--- src/adc_avg_pkg.sv ---
// Constants, types and helpers for the averaging and input-select block.
package adc_avg_pkg;

  // ----------------------------------------
  // Register map
  // ----------------------------------------
  localparam int ADDR_W = 12;
  localparam logic [ADDR_W-1:0] OFF_AVG_CTL = 12'h030;
  localparam logic [ADDR_W-1:0] OFF_IN_SEL = 12'h040;
  localparam logic [ADDR_W-1:0] OFF_STEP_CTL = 12'h044;
  localparam logic [31:0] MASK_AVG_CTL = 32'h0000_0007;
  localparam logic [31:0] MASK_IN_SEL = 32'h3333_3333;
  localparam logic [31:0] MASK_STEP_CTL = 32'hffff_ffff;
  localparam logic [31:0] RST_AVG_CTL = 32'h0000_0000;
  localparam logic [31:0] RST_IN_SEL = 32'h0000_0000;
  localparam logic [31:0] RST_STEP_CTL = 32'h0000_0000;

  // ----------------------------------------
  // Field positions inside one step nibble
  // ----------------------------------------
  localparam int CTL_DIFF = 0;
  localparam int CTL_END = 1;
  localparam int CTL_IRQ_EN = 2;
  localparam int CTL_TEMP = 3;
  localparam logic [2:0] LAST_STEP = 3'h7;
  localparam int EXP_MAX_BITS = 7;

  // Sequencer states.
  typedef enum logic [0:0] {ST_IDLE, ST_WAIT} state_type;

  // Picks the nibble that belongs to one step.
  function automatic logic [3:0] stepNibble(input logic [31:0] w, input logic [2:0] i);
    stepNibble = w[{i, 2'b00} +: 4];
  endfunction

  // Merges a write under byte selects and clears reserved bits.
  function automatic logic [31:0] mergeWrite(input logic [31:0] old,
                                             input logic [31:0] d,
                                             input logic [3:0] s,
                                             input logic [31:0] m);
    logic [31:0] r;
    r = old;
    for (int b = 0; b < 4; b++)
    begin
      if (s[b])
        r[8*b +: 8] = d[8*b +: 8];
    end
    mergeWrite = r & m;
  endfunction

endpackage

--- src/adc_avg_mux.sv ---
// Averaging sequencer and step input selection with a Wishbone register slave.
//
// Decided for this implementation: the Wishbone interface to the registers.
`timescale 1ns/100ps
module adc_avg_mux
  import adc_avg_pkg::*;
#(
  parameter int DATA_W = 10
)
(
  input wire logic ref_clk,
  input wire logic rst_n,
  input wire logic ce,
  input wire logic wb_cyc_i,
  input wire logic wb_stb_i,
  input wire logic wb_we_i,
  input wire logic [ADDR_W-1:0] wb_adr_i,
  input wire logic [3:0] wb_sel_i,
  input wire logic [31:0] wb_dat_i,
  output logic [31:0] wb_dat_o,
  output logic wb_ack_o,
  input wire logic seqStart,
  output logic seqBusy,
  output logic convReq,
  output logic [2:0] convChannel,
  output logic convTempSel,
  output logic convDiff,
  input wire logic convDone,
  input wire logic [DATA_W-1:0] convData,
  output logic fifoWrite,
  output logic [DATA_W-1:0] fifoData
);

  localparam int ACC_W = DATA_W + EXP_MAX_BITS;

  // ----------------------------------------
  // Register bus decode
  // ----------------------------------------
  logic [31:0] avgCtl;
  logic [31:0] inSel;
  logic [31:0] stepCtl;
  wire busReq = wb_cyc_i & wb_stb_i & ~wb_ack_o;
  wire busWrite = busReq & wb_we_i;
  wire [ADDR_W-3:0] wordAdr = wb_adr_i[ADDR_W-1:2];
  wire hitAvg = wordAdr == OFF_AVG_CTL[ADDR_W-1:2];
  wire hitSel = wordAdr == OFF_IN_SEL[ADDR_W-1:2];
  wire hitCtl = wordAdr == OFF_STEP_CTL[ADDR_W-1:2];

  // Unmapped addresses read as zero; reserved bits are already held at zero.
  wire [31:0] readMux = hitAvg ? avgCtl : hitSel ? inSel : hitCtl ? stepCtl : 32'h0000_0000;

  // Answers every request one cycle after it is seen, then drops ack.
  always_ff @(posedge ref_clk or negedge rst_n)
  begin
    if (!rst_n)
    begin
      wb_ack_o <= 1'b0;
      wb_dat_o <= 32'h0000_0000;
    end
    else if (ce)
    begin
      wb_ack_o <= busReq;
      wb_dat_o <= busReq ? readMux : 32'h0000_0000;
    end
  end

  // Holds the three configuration words; masks keep reserved bits at zero.
  always_ff @(posedge ref_clk or negedge rst_n)
  begin
    if (!rst_n)
    begin
      avgCtl <= RST_AVG_CTL;
      inSel <= RST_IN_SEL;
      stepCtl <= RST_STEP_CTL;
    end
    else if (ce && busWrite)
    begin
      if (hitAvg)
        avgCtl <= mergeWrite(avgCtl, wb_dat_i, wb_sel_i, MASK_AVG_CTL);
      if (hitSel)
        inSel <= mergeWrite(inSel, wb_dat_i, wb_sel_i, MASK_IN_SEL);
      if (hitCtl)
        stepCtl <= mergeWrite(stepCtl, wb_dat_i, wb_sel_i, MASK_STEP_CTL);
    end
  end

  // ----------------------------------------
  // Step selection
  // ----------------------------------------
  state_type state;
  logic [2:0] stepIdx;
  logic [2:0] avgExp;
  logic [7:0] sampleCount;
  logic [ACC_W-1:0] acc;

  // Exponent seven is left to software to avoid; it simply averages 128.
  wire [7:0] sampleLimit = 8'h01 << avgExp;
  wire lastSample = sampleCount == sampleLimit - 8'h01;
  wire [3:0] curCtl = stepNibble(stepCtl, stepIdx);
  wire stepEnds = curCtl[CTL_END] || stepIdx == LAST_STEP;
  wire takeDone = state == ST_WAIT && convDone;
  wire stepFinish = takeDone && lastSample;
  wire seqFinish = stepFinish && stepEnds;
  wire startNow = state == ST_IDLE && seqStart;
  wire issueReq = startNow || (takeDone && !seqFinish);

  // The step that the next request belongs to.
  wire [2:0] reqStep = startNow ? 3'h0 : stepFinish ? stepIdx + 3'h1 : stepIdx;
  wire [3:0] reqSel = stepNibble(inSel, reqStep);
  wire [3:0] reqCtl = stepNibble(stepCtl, reqStep);

  // A differential pair i starts at input 2i; otherwise the field is the pin.
  wire [2:0] reqChannel = reqCtl[CTL_DIFF] ? {reqSel[1:0], 1'b0} : {1'b0, reqSel[1:0]};

  // ----------------------------------------
  // Averaging arithmetic
  // ----------------------------------------
  wire [ACC_W-1:0] sum = acc + {{EXP_MAX_BITS{1'b0}}, convData};
  wire [ACC_W-1:0] shifted = sum >> avgExp;
  wire [DATA_W-1:0] average = shifted[DATA_W-1:0];

  // Sequencer: issue, wait for each conversion, accumulate and advance.
  always_ff @(posedge ref_clk or negedge rst_n)
  begin
    if (!rst_n)
    begin
      state <= ST_IDLE;
      stepIdx <= 3'h0;
      avgExp <= 3'h0;
      sampleCount <= 8'h00;
      acc <= '0;
    end
    else if (ce)
    begin
      unique case (state)
        ST_IDLE:
        begin
          if (seqStart)
          begin
            state <= ST_WAIT;
            stepIdx <= 3'h0;
            avgExp <= avgCtl[2:0];
            sampleCount <= 8'h00;
            acc <= '0;
          end
        end
        ST_WAIT:
        begin
          if (convDone)
          begin
            if (lastSample)
            begin
              sampleCount <= 8'h00;
              acc <= '0;
              stepIdx <= reqStep;
              if (stepEnds)
                state <= ST_IDLE;
            end
            else
            begin
              sampleCount <= sampleCount + 8'h01;
              acc <= sum;
            end
          end
        end
      endcase
    end
  end

  // Registers the request and its selection toward the converter core.
  always_ff @(posedge ref_clk or negedge rst_n)
  begin
    if (!rst_n)
    begin
      convReq <= 1'b0;
      convChannel <= 3'h0;
      convTempSel <= 1'b0;
      convDiff <= 1'b0;
    end
    else if (ce)
    begin
      convReq <= issueReq;
      if (issueReq)
      begin
        convChannel <= reqChannel;
        convTempSel <= reqCtl[CTL_TEMP];
        convDiff <= reqCtl[CTL_DIFF] & ~reqCtl[CTL_TEMP];
      end
    end
  end

  // Writes one averaged word per completed step and shows the busy state.
  always_ff @(posedge ref_clk or negedge rst_n)
  begin
    if (!rst_n)
    begin
      fifoWrite <= 1'b0;
      fifoData <= '0;
      seqBusy <= 1'b0;
    end
    else if (ce)
    begin
      fifoWrite <= stepFinish;
      if (stepFinish)
        fifoData <= average;
      seqBusy <= startNow || (seqBusy && !seqFinish);
    end
  end

  // ----------------------------------------
  // Checks
  // ----------------------------------------
  logic [7:0] doneSince;

  // Counts conversions taken since the last FIFO word.
  always_ff @(posedge ref_clk or negedge rst_n)
  begin
    if (!rst_n)
      doneSince <= 8'h00;
    else if (ce)
      doneSince <= fifoWrite ? {7'h00, takeDone} : doneSince + {7'h00, takeDone};
  end

  a_avg_sample_count: assert property (@(posedge ref_clk) disable iff (!rst_n)
    fifoWrite |-> doneSince == (8'h01 << avgExp))
    else $error("FIFO word not built from two-to-the-exponent conversions.");

  a_pass_through: assert property (@(posedge ref_clk) disable iff (!rst_n)
    (ce && takeDone && avgExp == 3'h0) |=> fifoWrite && fifoData == $past(convData))
    else $error("Single conversion was not forwarded unchanged.");

  a_shift_truncate: assert property (@(posedge ref_clk) disable iff (!rst_n)
    (ce && stepFinish) |=> fifoData == $past(average) && fifoWrite)
    else $error("Averaged word differs from shifted sum.");

  a_input_select: assert property (@(posedge ref_clk) disable iff (!rst_n)
    (convReq && !convDiff && !convTempSel) |->
      convChannel == {1'b0, inSel[{stepIdx, 2'b00} +: 2]})
    else $error("Requested input does not match the step field.");

  a_diff_pair: assert property (@(posedge ref_clk) disable iff (!rst_n)
    (convReq && convDiff) |-> convChannel == {inSel[{stepIdx, 2'b00} +: 2], 1'b0})
    else $error("Differential request not aligned to pair start.");

  a_temp_select: assert property (@(posedge ref_clk) disable iff (!rst_n)
    convReq |-> convTempSel == stepCtl[{stepIdx, 2'b00} + 5'(CTL_TEMP)])
    else $error("Temperature select does not follow the step flag.");

  a_end_stops: assert property (@(posedge ref_clk) disable iff (!rst_n)
    (ce && seqFinish) |=> state == ST_IDLE && !convReq ##1 !seqBusy)
    else $error("Sequence continued past its last step.");

  a_reserved_zero: assert property (@(posedge ref_clk) disable iff (!rst_n)
    (inSel & ~MASK_IN_SEL) == 32'h0000_0000 && avgCtl[31:3] == 29'h0000_0000)
    else $error("Reserved register bits are not zero.");

  a_ack_single: assert property (@(posedge ref_clk) disable iff (!rst_n)
    (ce && wb_ack_o) |=> !wb_ack_o)
    else $error("Bus ack lasted more than one cycle.");

  // ----------------------------------------
  // Sequence and handshake checks
  // ----------------------------------------
  a_ack_follows: assert property (@(posedge ref_clk) disable iff (!rst_n)
    (ce && busReq) |=> wb_ack_o)
    else $error("Bus request was not acknowledged in the next cycle.");

  a_start_step0: assert property (@(posedge ref_clk) disable iff (!rst_n)
    (ce && startNow) |=> convReq && seqBusy && stepIdx == 3'h0)
    else $error("Sequence did not begin with the first step.");

  a_step_advance: assert property (@(posedge ref_clk) disable iff (!rst_n)
    (ce && stepFinish && !seqFinish) |=> convReq && stepIdx == $past(stepIdx) + 3'h1)
    else $error("Sequence did not move on to the next step.");

  a_req_single: assert property (@(posedge ref_clk) disable iff (!rst_n)
    (ce && convReq) |=> !convReq)
    else $error("Conversion request lasted more than one cycle.");

  a_temp_no_diff: assert property (@(posedge ref_clk) disable iff (!rst_n)
    convTempSel |-> !convDiff)
    else $error("Temperature sample was marked differential.");

  a_word_in_seq: assert property (@(posedge ref_clk) disable iff (!rst_n)
    fifoWrite |-> $past(seqBusy))
    else $error("FIFO word written outside a running sequence.");

  a_exp_held: assert property (@(posedge ref_clk) disable iff (!rst_n)
    (ce && state == ST_WAIT) |=> avgExp == $past(avgExp))
    else $error("Exponent changed in the middle of a sequence.");

  logic [3:0] wordsInSeq;

  // Counts the FIFO words of the running sequence; eight steps is the most.
  always_ff @(posedge ref_clk or negedge rst_n)
  begin
    if (!rst_n)
      wordsInSeq <= 4'h0;
    else if (ce)
      wordsInSeq <= startNow ? 4'h0 : wordsInSeq + {3'h0, fifoWrite};
  end

  a_words_bounded: assert property (@(posedge ref_clk) disable iff (!rst_n)
    wordsInSeq <= 4'h8)
    else $error("Sequence wrote more than eight FIFO words.");

endmodule

--- config.mk ---
export PLATFORM = sky130hd
export DESIGN_NAME = adc_avg_mux
export DESIGN_NICKNAME = d
export VERILOG_FILES = /design/src/adc_avg_pkg.sv /design/src/adc_avg_mux.sv
export SDC_FILE = /design/constraint.sdc
export NUM_CORES = 1
export LEC_CHECK = 0
export BUFFER_PORTS_ARGS = -buffer_cell sky130_fd_sc_hd__buf_2
export CAP_MARGIN = 10
export CORE_MARGIN = 2
export CORE_UTILIZATION = 59
export CTS_BUF_LIST = sky130_fd_sc_hd__clkbuf_4
export CTS_CLUSTER_DIAMETER = 80
export DETAILED_ROUTE_END_ITERATION = 12
export PLACE_DENSITY = 0.83
export SLEW_MARGIN = 20
export SYNTH_ARGS = -nofsm -noshare
export SYNTH_HDL_FRONTEND = slang
export SYNTH_SLANG_ARGS = --single-unit
--- constraint.sdc ---
create_clock -name ref_clk -period 4.8 [get_ports ref_clk]
set_clock_uncertainty 0.2 [all_clocks]
set_input_delay 0.48 -clock ref_clk [delete_from_list [all_inputs] [get_ports ref_clk]]
set_output_delay 0.48 -clock ref_clk [all_outputs]
set_load 0.05 [all_outputs]
==> Word level (Yosys, flattened, before mapping) <==
Index checks and enable logic that the tools add are counted.
{ "totals": {"reg_bits": 134, "elab_cells": 96, "out_inout_bits": 51, "in_bits": 66} }
{ "op_classes": {"bitwise": 7, "n_mux": 24, "n_eq_ne": 8, "n_addsub": 4, "shifts": 5, "reduce_logical": 25} }
{ "ops": {"columns": ["op", "count"], "rows": [
  ["$mux W32", 4],
  ["$shiftx A32 B6 Y2", 2],
  ["$mux W17", 3],
  ["$pmux W17 S2", 1],
  ["$reduce_and A3 Y1", 11],
  ["$shiftx A32 B6 Y4", 1],
  ["$mux W8", 3],
  ["$eq A10 B5 Y1 const B", 2],
  ["$mux W3", 6],
  ["$add A17 B10 Y17", 1],
  ["$shr A17 B3 Y10", 1],
  ["$pmux W8 S2", 1],
  ["$eq A10 B4 Y1 const B", 1],
  ["$add A8 B1 Y8 const B", 1],
  ["$eq A8 B8 Y1", 1],
  ["$shl A1 B3 Y8 const A", 1],
  ["$sub A8 B1 Y8 const B", 1],
  ["$logic_and A1 B1 Y1", 7],
  ["$pmux W3 S2", 1],
  ["$and A1 B1 Y1", 4],
  ["$mux W1", 4],
  ["$ne A2 B2 Y1 const B", 2],
  ["$reduce_and A2 Y1", 2],
  ["$reduce_and A4 Y1", 1],
  ["other kinds (7)", 11]
]} }

==> Logic depth before layout (Yosys ltp) <==
{ "depth": {"ltp_word": 9, "ltp_mapped": 17, "ltp_nobuf": 13} }

==> Least setup slack after synthesis <==
No wires, ideal clock.
{ "synth_timing": {"kind": "register -> register", "startpoint": "register avgExp[0]", "endpoint": "register convChannel[1]", "n_path_buf": 5, "required_time_ns": 4.520, "setup_slack_ns": 0.894, "arrival_ns": 3.626, "synth_period_minus_slack_ns": 3.906, "setup_time_ns": 0.080, "path_stages_with_launch": 18, "cell_sequence": "dfrtp_1 buf_2 clkbuf_1 clkbuf_1 nand2_1 ha_1 clkbuf_2 nor4b_2 nor2_1 a311oi_2 o211ai_4 o211ai_2 and2_4 buf_6 mux2i_1 o32ai_2 or3_1 o211ai_2"} }
{ "synth_between": {"elab_chain_len": 9, "elab_cells_between_ends": 14, "classes_between": "add/sub (1); eq/ne (1); shift (3); mux (3); reduce/logical (6)"} }
{ "synth_rtl": {"columns": ["element", "line_no", "rtl"], "rows": [
  ["start, declared", "adc_avg_mux.sv:92", "logic [2:0] avgExp;"],
  ["start signal, assigned", "adc_avg_mux.sv:142", "avgExp <= avgCtl[2:0];"],
  ["$shl A1 B3 Y8 *", "adc_avg_mux.sv:97", "wire [7:0] sampleLimit = 8'h01 << avgExp;"],
  ["$sub A8 B1 Y8 *", "adc_avg_mux.sv:98", "wire lastSample = sampleCount == sampleLimit - 8'h01;"],
  ["$eq A8 B8 Y1 *", "adc_avg_mux.sv:98", null],
  ["$logic_and A1 B1 Y1 *", "adc_avg_mux.sv:102", "wire stepFinish = takeDone && lastSample;"],
  ["branches (longest 5 deep; another with $shiftx A32 B6 Y2)", null, null],
  ["end signal, assigned", "adc_avg_mux.sv:185", "convChannel <= reqChannel;"],
  ["end, declared", "adc_avg_mux.sv:25", "output logic [2:0] convChannel,"]
]} }
Mark *: on every way between the ends.
A chain may end at the register's enable or synchronous reset.

==> Worst setup path in the final report <==
{ "layout_timing": {"startpoint": "register avgExp[1]", "endpoint": "register convChannel[1]"} }
Same word-level chain as after synthesis.

==> flow_summary.toml <==
[outcome]
status = "complete, no violations"

[yosys]
yosysSeqAreaShare = 0.452
synth.distinct_cells = 72
syn_inst = 743
yosysWarnings = 0
avgSynthCellArea_um2 = 9.98
dominantRegCellSynth = "dfrtp_1"
syn_area_um2 = 7410
async_flop_share = 1.00
ys_seq_elements = 134
yosysTopAreaCellShare = 0.452
syn_nets = 824
synth_edf_count = 0
yosys-top-cells-area = "dfrtp_1 (45%), mux2_2 (9.1%), o21ai_0 (4.7%), mux2i_1 (4.3%), nand2_1 (3.6%)"
yosysTopAreaCell = "dfrtp_1"

[hold_path]
min_to = "state"
min_from = "convDone"
hold_class = "primary input to register"
hold_depth = 4

[detailed_routing]
drt-pass1-iter-count = 5
drt-vias-per-instance = 6.15
vias = 6523
drc = 0
wirelength_um = 20700
first_iter_violations = 495
wl_per_cell_um = 19.5
antenna_left = 0

[die]
die_area_um2 = 13500
io_pins = 117
fp.dieH_um = 116
coreArea_um2 = 12200
floorplan.initialDensity = 0.609
num_rows = 40
die_x_um = 116

[pwr]
leakage_nw = 4.19
vdd_drop_max_mv = 0.230
power_density_nw_per_um2 = 357

[final_layout]
multi_input_area_um2 = 3690
layout.cells.non_filler = 1060
areaGrowthSynthToFinish_pct = 17.9
layout_common_cells = "dfrtp_1 (134), buf_2 (113), nand2_1 (71), o21ai_0 (69), mux2_2 (60)"
stdcell_area_um2 = 8740
drive_above_1_share = 0.266
num-fill-cells = 852
seqCellArea_um2 = 3350
fin_nets = 959
final_common_cell = "dfrtp_1"

[clock_tree]
clock-sinks = 134
clk_latency_ns = 0.58
cts.clk_slew.worst_paths_ns = 0.13
cts_setup_buffers = 0
root_buffer = "clkbuf_4"
cts-htree-levels = 4
cts_inserted_buffers = 17
cts_tree = "done"
clock_path_buffers = 2

[worst_setup_path]
slowest_delay_ns = 0.59
end_kind = "register"
crit_buf_inv = 0
start_kind = "register"
crit_chain = "or3_1 > ha_1 > nor4b_2 > nor2_1 > a311oi_2 > o211a_1 > nand4_1 > and3_1 > a2111oi_0 > a211oi_1 > o31ai_1 > o211ai_2"
worstPathRequired_ns = 5.05
arrival_ns = 4.55
crit_family = "compound AO/OA/AOI/OAI gates"
crit_type = "register to register"
regToRegSetupSlack_ns = 0.50
timing.rr.end = "convChannel[1]"
r2r-start = "avgExp[1]"
ff2ff_path_depth = 12
slowest_stage = "a2111oi_0"
critical_path.max_fanout = 10

[placed_design]
placed_cell_area_um2 = 8090
hpwl_um = 13400
gp_congestion = 0.871
port_buffers = 114
dp.cells = 994

[sta]
finalSetupViolations = 0
fin_crit_sh = 0.896
worstMarginPinSlew_ns = 0.979
max_slew_margin = 0.345
rsz0062_at_grt = "no"
hold_viol = 0
drv_slew = 0
fin_setup_tns_ns = 0
fin_crit_ns = 4.30
hold_ws_ns = 0.0550
fmax_mhz = 233

[grt]
grt_pass1_wl_um = 33800
antenna_found_initial = 1
grt_overflow = 0
grt_use_total = 0.322
grt_max_degree = 93
grt_pass1_vias = 6743

[flow_run]
maxCapViolCount = 0
[cells by family after synthesis]
group,Yosys count,share of synthesized area
AND/OR/NAND/NOR,196,0.129
AO/OA/AOI/OAI,194,0.174
flip-flops,134,0.452
multiplexers,96,0.147
buffers and inverters,90,0.0498
XOR/XNOR,18,0.0213
adder cells (fa/ha/maj),15,0.0263
[power breakdown]
group | switching, mW | total [mW] | internal (mW)
Combinational | 0.641 | 0.967 | 0.327
Sequential | 0.0811 | 1.29 | 1.21
Clock | 0.489 | 0.865 | 0.376
[flip-flops by register name (all words and copies together) (netlist names), 3 cells and up]
signal / cells
sampleCount: 8
stepCtl: 32
avgExp: 3
convChannel: 3
inSel: 16
stepIdx: 3
avgCtl: 3
acc: 17
wb_dat_o: 32
fifoData: 10
[through the flow]
| stage | power (mW) | utilization | setup slack, ns |
|---|---|---|---|
| after detailed placement | 2.23 | 0.665 | 0.727 |
| after global routing | 3.24 | 0.718 | 0.245 |
| after global placement | 2.20 | 0.665 | 0.818 |
| after CTS | 3.10 | 0.718 | 0.646 |
| final | 3.12 | 0.718 | 0.501 |
| after floorplan | 1.98 | - | 0.894 |
[per-layer routing]
metal / up-vias / GRT usage / share of wire
met3: 49 / 0.0701 / 0.064
met1: 3210 / 0.398 / 0.40
li1: 2956 / - / -
met5: - / 0 / 0
met4: 0 / 0.116 / 0.021
met2: 308 / 0.560 / 0.52
[worst min-delay path, delay by kind of cell]
| family | cells | cell delay (ns) |
|---|---|---|
| buf+inv | 1 | 0.13 |
| simple gates | 2 | 0.13 |
| compound gates | 1 | 0.06 |
[Yosys cell counts, drive strengths merged (6+ instances only)]
cell    count
o211ai      8
buf        13
mux2       60
a21oi      27
nand2      72
o31ai       6
a21o        6
o21ai      71
a22o       12
nand4       8
nand2b      7
ha         14
clkbuf     27
and3       12
xnor2      14
nand3      16
dfrtp     134
o22ai      18
a211oi      7
nor2       47
mux2i      32
inv        50
[timing repair]
item / 4_1_cts / 5_1_grt
hold buffers: 33 / 0
hold endpoints to repair: 142 / 0
gates resized for setup: 0 / 0
[layout make-up]
class / instances / area share
multi-input combinational: 519 / 0.422
sequential: 134 / 0.384
timing repair buffer: 156 / 0.112
tap: 168 / 0.0241
clock inverter: 15 / 0.0218
inverter: 50 / 0.0215
clock buffer: 17 / 0.0146
antenna: 1 / 0.000286
[worst max-delay path by stage]
stage | start | endpoint | slack [ns] | cells after the start
6_report | avgExp[1] | convChannel[1] | 0.50 | 12
3_5_place_dp | avgExp[1] | convChannel[1] | 0.73 | 13
4_1_cts | avgExp[1] | convChannel[1] | 0.65 | 13
5_1_grt | avgExp[1] | convChannel[1] | 0.25 | 12
2_1_floorplan | avgExp[0] | convChannel[1] | 0.89 | 17
3_3_place_gp | avgExp[1] | convChannel[1] | 0.82 | 13
Note: power is estimated with default switching activity, not from simulation.
